$ cat config.mk
export PLATFORM = sky130hd
export DESIGN_NAME = fwad_decoder
export DESIGN_NICKNAME = d
export VERILOG_FILES = /design/src/design/fwad_pkg.sv /design/src/design/fwad_decoder.sv
export SDC_FILE = /design/constraint.sdc
export NUM_CORES = 1
export LEC_CHECK = 0
export BUFFER_PORTS_ARGS = -buffer_cell sky130_fd_sc_hd__buf_2
export CAP_MARGIN = 0
export CORE_AREA = 2 2 88 90
export DETAILED_ROUTE_END_ITERATION = 6
export DIE_AREA = 0 0 90 92
export MAX_ROUTING_LAYER = met4
export PLACE_DENSITY = 0.84
export SYNTH_ARGS = -nofsm -noshare
export SYNTH_HDL_FRONTEND = slang
export SYNTH_SLANG_ARGS = --single-unit
$ cat constraint.sdc
create_clock -name clk -period 2.32 [get_ports clk]
set_clock_uncertainty 0.2 [all_clocks]
set_input_delay 0.232 -clock clk [delete_from_list [all_inputs] [get_ports clk]]
set_output_delay 0.232 -clock clk [all_outputs]
set_load 0.05 [all_outputs]
$ cat src/design/fwad_pkg.sv
// Package: constants and types for the flash window address decoder
package fwad_pkg;
    // Window geometry
    localparam int unsigned WIN_AW        = 13;            // 8KB window, byte offset width
    localparam int unsigned SEC_AW        = 11;            // 2KB section, in-section offset width
    localparam int unsigned BOOT_AW       = 10;            // 1KB boot code per die
    localparam logic [1:0]  SEC_BOOT_LO   = 2'h0;
    localparam logic [1:0]  SEC_REG_LO    = 2'h1;
    localparam logic [1:0]  SEC_REG_HI    = 2'h2;
    localparam logic [1:0]  SEC_BOOT_HI   = 2'h3;
    // Register offsets, relative to the window base
    localparam logic [12:0] OFS_IDENTITY  = 13'h1000;
    localparam logic [12:0] OFS_IDLE      = 13'h1002;
    localparam logic [12:0] OFS_SCRATCH   = 13'h1004;
    localparam logic [12:0] OFS_MODE_CTL  = 13'h1006;
    localparam logic [12:0] OFS_DIE_SEL   = 13'h1008;
    localparam logic [12:0] OFS_CONFIG    = 13'h100A;
    localparam logic [12:0] OFS_OUT_CTL   = 13'h100C;
    localparam logic [12:0] OFS_IRQ_CTL   = 13'h100E;
    localparam logic [12:0] OFS_TOGGLE    = 13'h1046;
    localparam logic [12:0] OFS_MODE_CFM  = 13'h1076;
    // Identity value: arbitrary neutral value
    localparam logic [7:0]  IDENTITY_VAL  = 8'hA5;
    // Read data constants
    localparam logic [7:0]  RD_ZERO       = 8'h00;
    // Reset values applied on leaving reset mode for normal mode
    localparam logic [7:0]  RST_SCRATCH   = 8'h00;
    localparam logic [7:0]  RST_MODE_CTL  = 8'h10;
    localparam logic [7:0]  RST_DIE_SEL   = 8'h00;
    localparam logic [7:0]  RST_CONFIG    = 8'h00;
    localparam logic [7:0]  RST_OUT_CTL   = 8'h00;
    localparam logic [7:0]  RST_IRQ_CTL   = 8'h00;
    // Mode control field layout
    localparam logic [7:0]  MODE_CTL_RSVD0 = 8'hE0;        // Bits 7..5 read as zero
    localparam int unsigned MODE_LSB       = 0;
    localparam int unsigned MDWREN_BIT     = 2;
    // Configuration: highest die index field
    localparam int unsigned HDI_LSB        = 4;
    localparam logic [7:0]  HDI_MASK       = 8'h30;
    // Operating modes
    localparam logic [1:0]  MODE_RESET     = 2'h0;
    localparam logic [1:0]  MODE_NORMAL    = 2'h1;
    localparam logic [1:0]  MODE_POWERDN   = 2'h2;

    // Host bus request as seen by the decoder
    typedef struct packed {
        logic        rd;                                    // Read strobe, one cycle
        logic        wr;                                    // Write strobe, one cycle
        logic [12:0] ofs;                                   // Offset inside the window
        logic [7:0]  wdata;                                 // Write data
    } fwad_req_t;

    // Read answer
    typedef struct packed {
        logic        valid;                                 // Read data valid, one cycle
        logic [7:0]  data;                                  // Read data
    } fwad_rsp_t;

    // Boot code fetch request to the flash array
    typedef struct packed {
        logic        en;                                    // Fetch enable
        logic        die;                                   // 0 first die, 1 second die
        logic [9:0]  addr;                                  // Byte inside 1KB boot code
    } fwad_boot_t;
endpackage

$ cat src/design/fwad_decoder.sv
// Flash window address decoder and register front end
`timescale 1ns/1ps
`default_nettype none

// Functional notes
// RQ1 - Decode 8KB window as four 2KB sections
// RQ2 - Offsets are relative to window base
// RQ3 - Reset mode: 1KB boot code in sections 0,3
// RQ4 - Reset mode: sections 1,2 read 00H
// RQ5 - Normal mode: sections 1,2 map registers
// RQ6 - Dual die reset: first die code only
// RQ7 - Die index written: second alias becomes die two
// RQ8 - Dual normal: section 0 both, 3 first
// RQ9 - Identity register is fixed, read only
// RQ10 - Undefined reserved bits ignore writes
// RQ11 - Reserved-zero bits read zero
// RQ12 - Reserved-one bits read one
// RQ13 - Reset mode: all register reads 00H
// RQ14 - Reset values load on leaving reset mode; code loads them only when leaving for normal mode
// RQ15 - Mode field: 00 reset, 01 normal, 10 power-down
// RQ16 - Mode change needs value then complement
// RQ17 - Section from offset bits 12,11
// RQ18 - Unmatched register offsets ignored on write
module fwad_decoder #(
    parameter bit DUAL_DIE = 1'b0                           // Two-die build
) (
    input  wire logic                clk,
    input  wire logic                srst,
    input  wire fwad_pkg::fwad_req_t req,                   // Host cycle
    input  wire logic [7:0]          boot_rdata,            // Boot code byte from array
    output var  fwad_pkg::fwad_rsp_t rsp,                   // Read answer
    output var  fwad_pkg::fwad_boot_t boot,                 // Boot code fetch
    output var  logic [1:0]          mode,                  // Current operating mode
    output var  logic [7:0]          out_ctl,               // Output pin control value
    output var  logic [7:0]          irq_ctl                // Interrupt control value
);
    // Decode of the incoming cycle; offset is window relative, never absolute
    logic [1:0]  sec;                                       // Section number
    logic [10:0] in_sec;                                    // Offset inside section
    logic        is_boot;                                   // Boot block access
    logic        is_reg;                                    // Register section access
    logic        normal;                                    // Normal mode
    // The normal flag below reads the mode word, so it is declared ahead of it
    logic [1:0]  mode_q;                                    // Operating mode
    assign sec     = req.ofs[12:11];                        // RQ17 RQ1 RQ2
    assign in_sec  = req.ofs[10:0];                         // RQ17
    assign is_boot = (sec == fwad_pkg::SEC_BOOT_LO) || (sec == fwad_pkg::SEC_BOOT_HI); // RQ1
    assign is_reg  = !is_boot;
    assign normal  = (mode_q == fwad_pkg::MODE_NORMAL);

    // Stored registers
    logic [2:0] ctl_q;                                      // Latch, detect, write enable
    logic [7:0] scratch_q;                                  // Scratch value
    logic [7:0] die_sel_q;                                  // Die select
    logic [7:0] cfg_q;                                      // Configuration
    logic [7:0] out_ctl_q;                                  // Output pin control
    logic [7:0] irq_ctl_q;                                  // Interrupt control
    logic       hdi_set_q;                                  // Die index field written
    logic       pend_q;                                     // Control value armed
    logic [7:0] pend_val_q;                                 // Armed control value
    logic       toggle_q;                                   // Progress toggle

    logic wr_reg;                                           // Register write accepted
    // Register writes land only in normal mode; in power-down only the mode pair and the die index flag still act
    // Storing in reset mode would gain nothing: leaving it for normal mode reloads the values
    assign wr_reg = req.wr && is_reg && normal;             // RQ5

    // Mode confirmation: control value, then its complement, no access between
    // except boot block reads. Works from any mode so reset mode can be left.
    always_ff @(posedge clk) begin
        if (srst) begin
            pend_q     <= 1'b0;
            pend_val_q <= 8'h00;
            mode_q     <= fwad_pkg::MODE_RESET;
        end else if (req.wr && req.ofs == fwad_pkg::OFS_MODE_CTL) begin
            // First half: remember the value until its complement arrives
            pend_q     <= 1'b1;                             // RQ16
            pend_val_q <= req.wdata;
        end else if (req.wr && req.ofs == fwad_pkg::OFS_MODE_CFM) begin
            pend_q <= 1'b0;
            // Armed value plus its complement, with mode write enable set
            // Code 11 names no mode and is refused
            if (pend_q && (req.wdata == ~pend_val_q) && pend_val_q[fwad_pkg::MDWREN_BIT]
                && pend_val_q[1:0] != 2'h3) begin
                mode_q <= pend_val_q[1:0];                  // RQ16 RQ15
            end
        end else if (req.wr || (req.rd && !is_boot)) begin
            // Any other write, or a read outside the boot block, breaks the pair
            pend_q <= 1'b0;                                 // RQ16
        end
    end

    // Same test as the confirm branch above, narrowed to reset into normal
    logic leave_reset;                                      // Reset to normal transition
    assign leave_reset = (mode_q == fwad_pkg::MODE_RESET) && req.wr
        && req.ofs == fwad_pkg::OFS_MODE_CFM && pend_q && (req.wdata == ~pend_val_q)
        && pend_val_q[fwad_pkg::MDWREN_BIT] && pend_val_q[1:0] == fwad_pkg::MODE_NORMAL;

    // Host read/write registers; reset values applied at leaving reset mode for normal mode
    always_ff @(posedge clk) begin
        if (srst) begin
            scratch_q <= fwad_pkg::RST_SCRATCH;
            die_sel_q <= fwad_pkg::RST_DIE_SEL;
            cfg_q     <= fwad_pkg::RST_CONFIG;
            out_ctl_q <= fwad_pkg::RST_OUT_CTL;
            irq_ctl_q <= fwad_pkg::RST_IRQ_CTL;
            ctl_q     <= fwad_pkg::RST_MODE_CTL[4:2];
        end else if (leave_reset) begin
            // Documented values take effect on leaving reset mode for normal mode
            scratch_q <= fwad_pkg::RST_SCRATCH;             // RQ14
            die_sel_q <= fwad_pkg::RST_DIE_SEL;
            cfg_q     <= fwad_pkg::RST_CONFIG;
            out_ctl_q <= fwad_pkg::RST_OUT_CTL;
            irq_ctl_q <= fwad_pkg::RST_IRQ_CTL;
            ctl_q     <= fwad_pkg::RST_MODE_CTL[4:2];       // RQ14
        end else if (wr_reg) begin
            // Normal-mode host writes, one register per offset
            case (req.ofs)
                fwad_pkg::OFS_SCRATCH: scratch_q <= req.wdata;
                fwad_pkg::OFS_DIE_SEL: die_sel_q <= req.wdata;
                fwad_pkg::OFS_CONFIG:  cfg_q     <= req.wdata;
                fwad_pkg::OFS_OUT_CTL: out_ctl_q <= req.wdata;
                fwad_pkg::OFS_IRQ_CTL: irq_ctl_q <= req.wdata;
                fwad_pkg::OFS_MODE_CTL: begin
                    // Latch bits clear on write-one; write enable is stored
                    ctl_q[2] <= ctl_q[2] & ~req.wdata[4];
                    ctl_q[1] <= ctl_q[1] & ~req.wdata[3];
                    ctl_q[0] <= req.wdata[2];
                end
                // Identity, idle access and unknown offsets store nothing
                default: ;                                  // RQ18 RQ9 RQ10
            endcase
        end
    end

    // Die index field written flag; reset mode counts too for the boot block swap
    // Cleared only by srst: once chosen, the second image stays mapped
    always_ff @(posedge clk) begin
        if (srst) begin
            hdi_set_q <= 1'b0;
        end else if (req.wr && req.ofs == fwad_pkg::OFS_CONFIG) begin
            hdi_set_q <= 1'b1;                              // RQ7
        end
    end

    // Progress toggle flips on each read of its location
    // Reads in other modes leave it alone, so reset mode reads stay zero
    always_ff @(posedge clk) begin
        if (srst) begin
            toggle_q <= 1'b0;
        end else if (req.rd && normal && req.ofs == fwad_pkg::OFS_TOGGLE) begin
            toggle_q <= ~toggle_q;
        end
    end

    // Register read mux
    // Pure offset decode; the answer path adds the reset-mode zero
    logic [7:0] reg_rdata;
    always_comb begin
        case (req.ofs)
            fwad_pkg::OFS_IDENTITY: reg_rdata = fwad_pkg::IDENTITY_VAL;  // RQ9
            fwad_pkg::OFS_SCRATCH:  reg_rdata = scratch_q;
            fwad_pkg::OFS_DIE_SEL:  reg_rdata = die_sel_q;
            fwad_pkg::OFS_CONFIG:   reg_rdata = cfg_q;
            fwad_pkg::OFS_OUT_CTL:  reg_rdata = out_ctl_q;
            fwad_pkg::OFS_IRQ_CTL:  reg_rdata = irq_ctl_q;
            fwad_pkg::OFS_TOGGLE:   reg_rdata = {5'h00, toggle_q, 2'h0};
            fwad_pkg::OFS_MODE_CTL,
            fwad_pkg::OFS_MODE_CFM: reg_rdata = {3'h0, ctl_q, mode_q}
                                              & ~fwad_pkg::MODE_CTL_RSVD0; // RQ11 RQ12
            // Undefined reserved locations read as zero
            default:                reg_rdata = fwad_pkg::RD_ZERO;  // RQ10
        endcase
    end

    // Boot fetch address: die and byte inside 1KB image
    logic       boot_die;
    logic [9:0] boot_addr;
    always_comb begin
        boot_addr = req.ofs[9:0];                           // Alias twice inside 2KB section RQ3
        boot_die  = 1'b0;                                   // RQ6
        // Only the upper 1KB of section 0 can move to the second die
        if (DUAL_DIE && req.ofs[10] && sec == fwad_pkg::SEC_BOOT_LO
            && (normal || hdi_set_q)) begin
            boot_die = 1'b1;                                // RQ7 RQ8
        end
    end

    // Boot fetch is launched with the read; array data returns next cycle
    logic boot_pend_q;
    always_ff @(posedge clk) begin
        if (srst) begin
            boot <= '0;
            boot_pend_q <= 1'b0;
        end else begin
            boot.en   <= req.rd && is_boot && mode_q != fwad_pkg::MODE_POWERDN; // RQ3
            boot.die  <= boot_die;
            boot.addr <= boot_addr;
            boot_pend_q <= req.rd && is_boot && mode_q != fwad_pkg::MODE_POWERDN;
        end
    end

    // Read answer: register reads one cycle, boot reads two cycles
    // Boot answer wins a clash: a register read taken just after a boot read
    // gets no answer, so the host must leave a cycle after each boot read
    always_ff @(posedge clk) begin
        if (srst) begin
            rsp <= '0;
        end else if (boot_pend_q) begin
            rsp.valid <= 1'b1;
            rsp.data  <= boot_rdata;                        // RQ3
        end else if (req.rd && is_reg && mode_q != fwad_pkg::MODE_POWERDN) begin
            rsp.valid <= 1'b1;
            rsp.data  <= normal ? reg_rdata : fwad_pkg::RD_ZERO; // RQ4 RQ13 RQ5
        end else begin
            // Idle, writes and power-down reads: no answer
            rsp.valid <= 1'b0;
            rsp.data  <= fwad_pkg::RD_ZERO;
        end
    end

    // Mirrored outputs from flip-flops
    // Ports lag the internal state by one cycle, the price of flop outputs
    always_ff @(posedge clk) begin
        if (srst) begin
            mode    <= fwad_pkg::MODE_RESET;
            out_ctl <= fwad_pkg::RST_OUT_CTL;
            irq_ctl <= fwad_pkg::RST_IRQ_CTL;
        end else begin
            mode    <= mode_q;                              // RQ15
            out_ctl <= out_ctl_q;
            irq_ctl <= irq_ctl_q;
        end
    end
endmodule

`default_nettype wire

==> results of run 1 <==
-- worst paths after layout --
kind | from | to | slack (ns) | cells after the start
max reg2reg | pend_val_q[0]$_SDFFE_PP0P_ | ctl_q[1]$_SDFFE_PP0P_ | 0.35 | 6
min reg2reg | ctl_q[1]$_SDFFE_PP0P_ | ctl_q[1]$_SDFFE_PP0P_ | 0.25 | 2
max | req[6] | ctl_q[1]$_SDFFE_PP0P_ | 0.13 | 8
min | req[3] | pend_val_q[3]$_SDFFE_PP0P_ | 0.02 | 3
-- cells in the mapped netlist (2+ instances only) --
master / instances
nand4_1: 3
buf_6: 2
or4_4: 2
and3_1: 4
o221a_2: 2
mux2i_1: 26
a32oi_1: 5
a31o_2: 2
nor2b_1: 34
clkbuf_1: 17
xor2_1: 2
buf_2: 6
o31ai_1: 2
nor4_1: 3
mux2_2: 3
dfxtp_1: 93
nand3_1: 30
nor2_1: 39
nand2_1: 44
and4_1: 2
a21oi_1: 31
o21ai_0: 14
a22oi_1: 5
xnor2_1: 8
buf_4: 8
nand3b_1: 3
a211oi_1: 2
nor4bb_1: 2
nand2b_1: 6
inv_1: 5
or2_2: 3
-- final cells by class --
type	count	area, µm²	share of cell area, %
well taps	102	128	2.63
inverters	5	18.8	0.386
repair buffers	110	741	15.2
clock buffers	11	151	3.12
multi-input cells	301	1880	38.6
clock inverters	5	81.3	1.67
flip-flops and latches	93	1860	38.3
-- cells in the final DEF, fill, tap and decap left out, types with 4 or more instances in the layout --
master / n
dfxtp_1: 93
buf_2: 70
nand2_1: 44
nor2_1: 39
nor2b_1: 34
a21oi_1: 31
nand3_1: 30
mux2i_1: 26
dlygate4sd3_1: 21
buf_4: 16
o21ai_0: 14
clkbuf_8: 11
xnor2_1: 8
nand2b_1: 6
inv_1: 5
a22oi_1: 5
a32oi_1: 5
and3_1: 4
-- power by group through the flow --
stage,Combinational (µW),Clock [µW],Sequential (µW)
5_1_grt,292,1320,1610
3_5_place_dp,241,0,1650
6_report,275,1240,1610
2_1_floorplan,115,0,1690
3_3_place_gp,237,0,1650
4_1_cts,269,1260,1610
-- per-stage QoR --
stage / hold slack [ns] / cell area [µm²] / util (%)
global placement: 0.221 / 4400 / 59.1
floorplan: 0.140 / 3920 / -
detailed placement: 0.229 / 4400 / 59.1
CTS: 0.00563 / 4840 / 65.0
global route: 0.0234 / 4860 / 65.3
finish: 0.0178 / 4860 / 65.3
-- sequential cells by signal (all words and copies together) (netlist names), 3 cells and up --
register / count
irq_ctl: 8
boot: 10
rsp: 9
die_sel_q: 8
irq_ctl_q: 8
scratch_q: 8
out_ctl_q: 8
pend_val_q: 8
out_ctl: 8
cfg_q: 8
ctl_q: 3
-- layer usage --
| metal | wire length, µm | global-route usage, % | vias to the layer above |
|---|---|---|---|
| li1 | - | - | 1664 |
| met1 | 4230 | 31.3 | 1602 |
| met2 | 4860 | 40.1 | 147 |
| met3 | 694 | 5.01 | 26 |
| met4 | 240 | 10.4 | 0 |
| met5 | 0 | - | - |
-- what timing repair did --
item | 4_1_cts | 5_1_grt
hold endpoints to repair | 22 | 0
resized for setup | 0 | 3
hold buffers | 21 | 0
endpoints found under the setup margin | 0 | 46
-- worst min-delay path: stages --
cell	delay, ns
buf_2	0.17
nand2_1	0.08
a21oi_1	0.05
-- cell families after synthesis --
logic type             Yosys count
XOR/XNOR                        10
other                            1
flip-flops                      93
AO/OA/AOI/OAI                   74
AND/OR/NAND/NOR                186
multiplexers                    30
buffers and inverters           38
==> summary.txt, run 1 <==
Routing
  – Mean number of vias per cell: 5.48
  – Antenna Nets Post-Route: 0
  – DR iter-0 viols: 273
  – Router iterations before antenna repair: 5
  – Wirelength, routed: 10000 µm
  – DR vias: 3439
  – WL per Instance: 16.0 µm
  – DRC violations left: 0

STA
  – Unrepaired setup endpoints after global routing: false
  – Final worst path period share: 94.6%
  – Maximum clock frequency: 456 MHz
  – Setup Viol. Count Final: 0
  – Final min period: 2.19 ns
  – Slew Viols, Final: 0
  – Max-slew headroom: 57.2%
  – Setup TNS: 0 ns
  – Final WS setup: 0.126 ns
  – Worst Tran Pin Value: 0.638 ns
  – Final Hold Vio Count: 0

Logic synthesis
  – Compound-Gate Fraction of Synth Area: 11.9%
  – Area contributors post-synth: dfxtp_1 (48%), mux2i_1 (6.6%), nor2b_1 (5.4%)
  – Post-synth EDFFs: 0
  – Area share of and/or/nand/nor cells after synthesis: 25.2%
  – Cells after Synth: 432
  – Sequential area share after synthesis: 47.5%
  – Mapped Avg Cell Area: 9.07 µm²
  – Area share of the largest cell type after synthesis: 47.5%
  – Post-synthesis mux area share: 8.08%
  – Yosys top cell by area: dfxtp_1
  – Post-Syn Area: 0.00392 mm²
  – Synth Area in Adders: 0%
  – Mapped Nets: 465
  – Async S/R FF share, synth: 0%
  – Top_reg_cell synth: dfxtp_1
  – XOR/XNOR share of the synthesized area: 2.24%
  – Register bit total from synthesis: 93
  – Main combinational cell family by area after synthesis: simple AND/OR/NAND/NOR gates
  – Yosys cell types: 55
  – Total number of yosys warnings: 0

Layout
  – Fraction of layout cells with a size suffix above 1: 24.6%
  – Non-Filler Instances: 627
  – Fillers: 632
  – # diodes: 0
  – Nets: 553
  – Area grow syn2layout: 24.1%

Setup path
  – Crit-path cells: dlygate4sd3_1 -> buf_2 -> xnor2_1 -> nor4_2 -> nand4_2 -> o21ai_2 -> buf_12 -> a311oi_1
  – Worst EP required: 2.36 ns
  – CP max-delay cell: dlygate4sd3_1
  – Slowest cell delay on critical path: 0.55 ns
  – Setup CP Type: in2reg
  – Top delay family on crit path: buffers and inverters
  – CP max FO: 43
  – Critical Path AT: 2.24 ns
  – CP bufs+invs: 3
  – CP Capture Type: flip-flop
  – Critical Path Source Type: primary input

Placement
  – Inst Count DP: 590
  – Pre-CTS setup slack: 0.0159 ns
  – GP Congestion: 0.908
  – DP HPWL: 7000 µm
  – Number of port buffers: 70

Worst hold path
  – Worst Hold Class: in2reg

Job
  – Max Cap Viol: 0

Clock tree
  – Skew-Pair Late Insertion Delay: 0.37 ns
  – CTS clk-pin slew, worst paths: 0.09 ns
  – Max clock buf depth: 2
  – Post-CTS setup buffer count: 0
  – TritonCTS Buffers: 9
  – Sinks on the clock net: 93
  – CTS tree: built
  – Root buffer selected by CTS: clkbuf_8
  – H-tree Lvls: 3

Pwr
  – Sw frac: 24.0%
  – Sequential share of power: 51.6%
  – Gate power share: 8.8%
  – Tot Pwr: 3120 µW
  – Pwr per Cell Area: 643 mW/mm²
  – Peak supply drop: 0.275 mV
  – Internal: 2370 µW
  – Clock power share: 39.6%
  – Psw: 751 µW
  – Leakage: 0.00191 µW

GRT
  – Vias in the first global route: 3178
  – Grt total ovfl: 0
  – Largest net degree at the start of global routing: 44
  – Global Route Usage Sum: 25.1%
  – Global-route wire length before repair: 16000 µm
  – Initial antenna violation count: 0

Run status
  – Outcome: finished, final reports clean

Floorplanning
  – Initial core utilization: 52.6%
  – Die footprint: 0.00828 mm²
  – Num ports: 72
  – Die height: 92 µm
  – Core Area: 0.00745 mm²
  – Rows: 32
  – Die Wd: 90 µm
Power figures use the tool's default switching activity.
==> run 2: changes to the inputs <==
BUFFER_PORTS_ARGS = not set   (was -buffer_cell sky130_fd_sc_hd__buf_2)
CORE_AREA = 2 2 84 86   (was 2 2 88 90)
CTS_CLUSTER_DIAMETER = 80   (was not set)
DIE_AREA = 0 0 86 88   (was 0 0 90 92)
DONT_BUFFER_PORTS = 1   (was not set)
PLACE_DENSITY = 0.82   (was 0.84)
==> summary.txt, run 2 (same netlist as run 1, synthesis figures left out) <==
STA
  – Worst Tran Pin Value: 0.639 ns (+0.000737 ns)
  – Final Hold Vio Count: 0 (unchanged)
  – Final worst path period share: 92.4% (-2.2 points)
  – Unrepaired setup endpoints after global routing: false
  – Max-slew headroom: 57.2% (about the same)
  – Final min period: 2.14 ns (-0.0501 ns)
  – Setup Viol. Count Final: 0 (unchanged)
  – Final WS setup: 0.176 ns (+0.0501 ns)
  – Slew Viols, Final: 0 (unchanged)
  – Setup TNS: 0 ns (unchanged)
  – Maximum clock frequency: 466 MHz (+2.3%)

Layout
  – Fraction of layout cells with a size suffix above 1: 10.1% (-15 points)
  – # diodes: 0 (unchanged)
  – Area grow syn2layout: 15.7%
  – Max reg flops: 10 (unchanged)
  – Commonest cells after routing, fill and taps aside: dfxtp_1 (93), nand2_1 (44), nor2_1 (39), nor2b_1 (34), dlygate4sd3_1 (32)
  – Most common cell after layout, fill and taps aside: dfxtp_1
  – Biggest register: boot
  – Largest regs: boot: 10 flops, rsp: 9 flops
  – Nets: 486 (-12%)
  – Fillers: 477 (-25%)

GRT
  – Initial antenna violation count: 0 (unchanged)
  – Vias in the first global route: 3242 (+2.0%)
  – Global Route Usage Sum: 28.4% (+3.3 points)
  – Global-route wire length before repair: 16000 µm (+0.43%)
  – Grt total ovfl: 0 (unchanged)
  – Largest net degree at the start of global routing: 44 (unchanged)

Routing
  – DRC violations left: 0 (unchanged)
  – Mean number of vias per cell: 6.30 (+15%)
  – Router iterations before antenna repair: 7 (+2)
  – Wirelength, routed: 10000 µm (-0.17%)
  – Antenna Nets Post-Route: 0 (unchanged)
  – WL per Instance: 18.6 µm (+17%)
  – DR vias: 3384 (-1.6%)
  – DR iter-0 viols: 353 (+29%)

Setup path
  – Slowest cell delay on critical path: 0.47 ns (-0.08 ns)
  – R2R cell count: 6 (unchanged)
  – Setup crit end: die_sel_q[7]$_SDFFE_PP0P_
  – Critical Path AT: 2.19 ns (-0.05 ns)
  – Reg-to-reg setup timing slack: 0.18 ns (-0.17 ns)
  – Worst EP required: 2.37 ns (about the same)
  – Critical Path Source Type: flip-flop
  – CP Capture Type: flip-flop
  – CP max-delay cell: nor4_1
  – Reg2Reg Launch Point: pend_val_q[0]$_SDFFE_PP0P_
  – Setup CP Type: reg2reg
  – Worst setup startpoint: pend_val_q[0]$_SDFFE_PP0P_
  – Crit-path cells: xnor2_1 -> nor4_1 -> nand4_2 -> o21ai_2 -> buf_12 -> nor2_1
  – R2r endpoint: die_sel_q[7]$_SDFFE_PP0P_
  – CP max FO: 43 (unchanged)

Clock tree
  – CTS clk-pin slew, worst paths: 0.09 ns (about the same)
  – Max clock buf depth: 2 (unchanged)
  – Root buffer selected by CTS: clkbuf_8
  – H-tree Lvls: 3 (unchanged)
  – CTS tree: built
  – Skew-Pair Late Insertion Delay: 0.36 ns (about the same)
  – Sinks on the clock net: 93 (unchanged)
  – TritonCTS Buffers: 9 (unchanged)

Floorplanning
  – Core Area: 0.00664 mm² (-11%)
  – Die height: 88 µm (-4.3%)
  – Initial core utilization: 58.9% (+6.4 points)
  – Num ports: 72 (unchanged)
  – Die footprint: 0.00757 mm² (-8.6%)
  – Rows: 30 (-6.3%)
  – Die Wd: 86 µm (-4.4%)

Worst hold path
  – Worst Hold Class: in2reg
  – HP Start: req[15]

Job
  – Max Cap Viol: 0 (unchanged)

Pwr
  – Peak supply drop: 0.424 mV (+55%)
  – Leakage: 0.00160 µW (-16%)
  – Clock power share: 39.6% (about the same)
  – Sw frac: 22.7% (-1.3 points)
  – Sequential share of power: 54.5% (+2.9 points)
  – Gate power share: 5.9% (-2.9 points)
  – Pwr per Cell Area: 671 mW/mm² (+4.4%)
  – Internal: 2350 µW (-0.95%)
  – Psw: 690 µW (-8.1%)

Run status
  – Outcome: finished, final reports clean

Placement
  – DP HPWL: 6410 µm (-8.4%)
  – Number of port buffers: 0 (-100%)
  – GP Congestion: 0.953 (+5.0%)
  – Pre-CTS setup slack: 0.0712 ns (+0.0553 ns)
==> run 2: power by group through the flow <==
stage | clock (µW) | combinational [µW] | sequential, µW
after global routing | 1290 | 191 | 1660
after global placement | 0 | 94.3 | 1690
after CTS | 1210 | 175 | 1660
after detailed placement | 0 | 95.9 | 1690
final | 1200 | 179 | 1660
after floorplan | 0 | 115 | 1690
==> run 2: what timing repair did <==
action,CTS,global route
endpoints found under the hold margin,93,0
hold buffers,33,0
buffers inserted,0,0
resized for setup,0,0
==> run 2: critical path: cells and delay by family, from the launching register on <==
family,cells,cell delay (ns)
AO/OA/AOI/OAI,1,0.24
buffers and inverters,1,0.23
XOR/XNOR,1,0.09
flip-flops,1,0.45
AND/OR/NAND/NOR,3,0.80
==> run 2: worst min path at each step <==
stage	endpoint	slack (ns)	depth (start not counted)
2_1_floorplan	rsp[5]$_SDFF_PP0_	0.14	2
6_report	toggle_q$_SDFFE_PP0P_	0.02	4
4_1_cts	toggle_q$_SDFFE_PP0P_	0.01	4
5_1_grt	rsp[4]$_SDFF_PP0_	0.04	3
3_5_place_dp	mode[0]$_SDFF_PP0_	0.11	1
3_3_place_gp	pend_val_q[1]$_SDFFE_PP0P_	0.11	1
==> run 2: cell type report <==
class,instances,area [µm²],share of cell area [%]
clock inverters,3,68.8,1.52
clock buffers,12,155,3.43
inverters,5,18.8,0.414
flip-flops and latches,93,1860,41.1
well taps,80,100,2.21
repair buffers,43,465,10.3
multi-input cells,301,1860,41.0
==> run 2: through the flow <==
| stage | hold slack, ns | area (µm²) | cells | power [µW] | utilization (%) |
|---|---|---|---|---|---|
| 6_report | 0.0171 | 4530 | 537 | 3040 | 68.2 |
| 5_1_grt | 0.0397 | 4530 | 537 | 3140 | 68.2 |
| 4_1_cts | 0.00952 | 4530 | 537 | 3040 | 68.2 |
| 3_5_place_dp | 0.110 | 3970 | 489 | 1790 | 59.7 |
| 3_3_place_gp | 0.106 | 3970 | 489 | 1790 | 59.7 |
| 2_1_floorplan | 0.140 | 3920 | 432 | 1810 | - |
==> run 2: per-layer routing <==
layer / up-vias / wire [µm] / global-route usage (%)
met5: - / 0 / -
li1: 1537 / - / -
met2: 199 / 4680 / 44.2
met3: 47 / 864 / 7.07
met1: 1601 / 4080 / 34.4
met4: 0 / 388 / 13.6
==> run 3: changes to the inputs <==
CELL_PAD_IN_SITES_DETAIL_PLACEMENT = 2   (was not set)
CELL_PAD_IN_SITES_GLOBAL_PLACEMENT = 2   (was not set)
CORE_AREA = 2 2 105 107   (was 2 2 84 86)
DIE_AREA = 0 0 107 109   (was 0 0 86 88)
PLACE_DENSITY = 0.84   (was 0.82)
==> summary.txt, run 3 (same netlist as run 1, synthesis figures left out) <==
Pwr
  – Pwr per Cell Area: 677 mW/mm² (+0.80%)
  – Leakage: 0.00161 µW (+0.52%)
  – Peak supply drop: 0.323 mV (-24%)

Layout
  – Cell area after layout: 0.00463 mm² (+2.2%)
  – Commonest cells after routing, fill and taps aside: dfxtp_1 (93), nand2_1 (44), nor2_1 (39), nor2b_1 (34), dlygate4sd3_1 (34)
  – Fraction of layout cells with a size suffix above 1: 10.6% (+0.56 points)
  – Biggest register: boot
  – Nets: 489 (+0.62%)
  – Most common cell after layout, fill and taps aside: dfxtp_1
  – Fillers: 1107 (+130%)
  – Non-Filler Instances: 603 (+12%)
  – Area grow syn2layout: 18.1%
  – Max reg flops: 10 (unchanged)
  – Largest regs: boot: 10 flops, rsp: 9 flops

Clock tree
  – CTS resizes: 0 (unchanged)
  – Root buffer selected by CTS: clkbuf_8
  – H-tree Lvls: 3 (unchanged)
  – CTS tree: built
  – CTS clk-pin slew, worst paths: 0.11 ns (+0.02 ns)
  – Hold buffers post-CTS: 35 (+6.1%)
  – Skew-Pair Late Insertion Delay: 0.39 ns (+0.03 ns)
  – Sinks on the clock net: 93 (unchanged)
  – Post-CTS setup buffer count: 0 (unchanged)
  – TritonCTS Buffers: 9 (unchanged)
  – Max clock buf depth: 2 (unchanged)

Placement
  – DP HPWL: 8850 µm (+38%)
  – DP Area: 0.00404 mm² (+1.8%)
  – Inst Count DP: 550 (+12%)
  – Number of port buffers: 0 (unchanged)
  – GP Congestion: 0.825 (-13%)

Setup path
  – Critical Path Source Type: primary input
  – CP Capture Type: flip-flop
  – Slowest cell delay on critical path: 0.54 ns (+0.07 ns)
  – Worst EP required: 2.38 ns (about the same)
  – Critical Path AT: 2.28 ns (+0.09 ns)
  – Setup CP Type: in2reg
  – CP max FO: 7 (-84%)
  – CP max-delay cell: dlygate4sd3_1
  – Crit-path cells: dlygate4sd3_1 -> xor2_1 -> nand2_1 -> nor4_1 -> o211ai_1 -> o21ai_0

Routing
  – Wirelength, routed: 14400 µm (+44%)
  – Router iterations before antenna repair: 4 (-3)
  – Antenna Nets Post-Route: 0 (unchanged)
  – Mean number of vias per cell: 5.68 (-9.8%)
  – DR vias: 3428 (+1.3%)
  – DRC violations left: 0 (unchanged)
  – WL per Instance: 23.9 µm (+28%)
  – DR iter-0 viols: 142 (-60%)

Job
  – Max Cap Viol: 0 (unchanged)

GRT
  – Global-route wire length before repair: 21800 µm (+36%)
  – Initial antenna violation count: 1 (+1)
  – Largest net degree at the start of global routing: 44 (unchanged)
  – Vias in the first global route: 3784 (+17%)
  – Grt total ovfl: 0 (unchanged)
  – Global Route Usage Sum: 25.9% (-2.5 points)

Floorplanning
  – Rows: 38 (+27%)
  – Die footprint: 0.0117 mm² (+54%)
  – Num ports: 72 (unchanged)
  – Die height: 109 µm (+24%)
  – Core Area: 0.0106 mm² (+60%)
  – Initial core utilization: 36.9% (-22 points)
  – Die Wd: 107 µm (+24%)

STA
  – Final Hold Vio Count: 0 (unchanged)
  – Fin Hold WS: 0.0252 ns (+0.00806 ns)
  – Max-slew headroom: 34.0% (-23 points)
  – Final min period: 2.21 ns (+0.0705 ns)
  – Setup TNS: 0 ns (unchanged)
  – Unrepaired setup endpoints after global routing: false
  – Final worst path period share: 95.4% (+3.0 points)
  – Slew Viols, Final: 0 (unchanged)
  – Maximum clock frequency: 452 MHz (-3.2%)
  – Setup Viol. Count Final: 0 (unchanged)
  – Worst Tran Pin Value: 0.986 ns (+0.346 ns)

Worst hold path
  – Worst Hold Class: in2reg

Run status
  – Outcome: finished, final reports clean
## run 3: cell types whose count changed in the layout (fill, tap and decap cells not counted), moves of 2 or more
cell	change
diode_2	+2
clkbuf_8	-2
inv_6	+4
dlygate4sd3_1	+2
buf_4	+2
## run 3: final cells by class
| class | instances | area (µm²) | area share [%] |
|---|---|---|---|
| sequential | 93 | 1860 | 40.2 |
| multi-input combinational | 301 | 1860 | 40.2 |
| timing repair buffer | 46 | 480 | 10.4 |
| tap | 140 | 175 | 3.79 |
| clock buffer | 9 | 124 | 2.68 |
| clock inverter | 7 | 103 | 2.22 |
| inverter | 5 | 18.8 | 0.406 |
| antenna | 2 | 5.00 | 0.108 |
## run 3: per-layer routing
layer / vias up / wire length (µm) / GRT usage, %
li1: 1544 / - / -
met5: - / 0 / -
met4: 0 / 592 / 12.6
met1: 1720 / 6030 / 29.4
met3: 46 / 729 / 5.92
met2: 118 / 7080 / 43.4
## run 3: critical path: cells and delay by family
kind	cells	cell delay, ns
and+or+nand+nor	2	0.42
buffers and inverters	1	0.54
xor gates and xnor gates	1	0.19
AOI/OAI and AO/OA	2	0.88
## run 3: final timing paths
check | start | to | slack (ns) | cells past startpoint
hold / removal | req[22] | rsp[8]$_SDFF_PP0_ | 0.03 | 3
setup / recovery | req[20] | rsp[6]$_SDFF_PP0_ | 0.11 | 6
setup reg to reg | pend_val_q[0]$_SDFFE_PP0P_ | ctl_q[1]$_SDFFE_PP0P_ | 0.11 | 6
hold reg to reg | cfg_q[2]$_SDFFE_PP0P_ | cfg_q[2]$_SDFFE_PP0P_ | 0.27 | 2
## run 3: metrics by stage
stage | setup WS, ns | utilization (%) | total power (µW)
after CTS | 0.114 | 43.6 | 3140
after detailed placement | 0.0235 | 38.1 | 1800
final | 0.106 | 43.6 | 3130
after global placement | 0.0488 | 38.1 | 1790
after global routing | 0.000813 | 43.6 | 3250
after floorplan | 0.274 | - | 1810
## run 3: power breakdown
group	internal [µW]	total [µW]	leakage, µW	switching (µW)
Clock	622	1270	0.000111	651
Combinational	82.2	198	0.000745	116
Sequential	1610	1660	0.000752	50.6
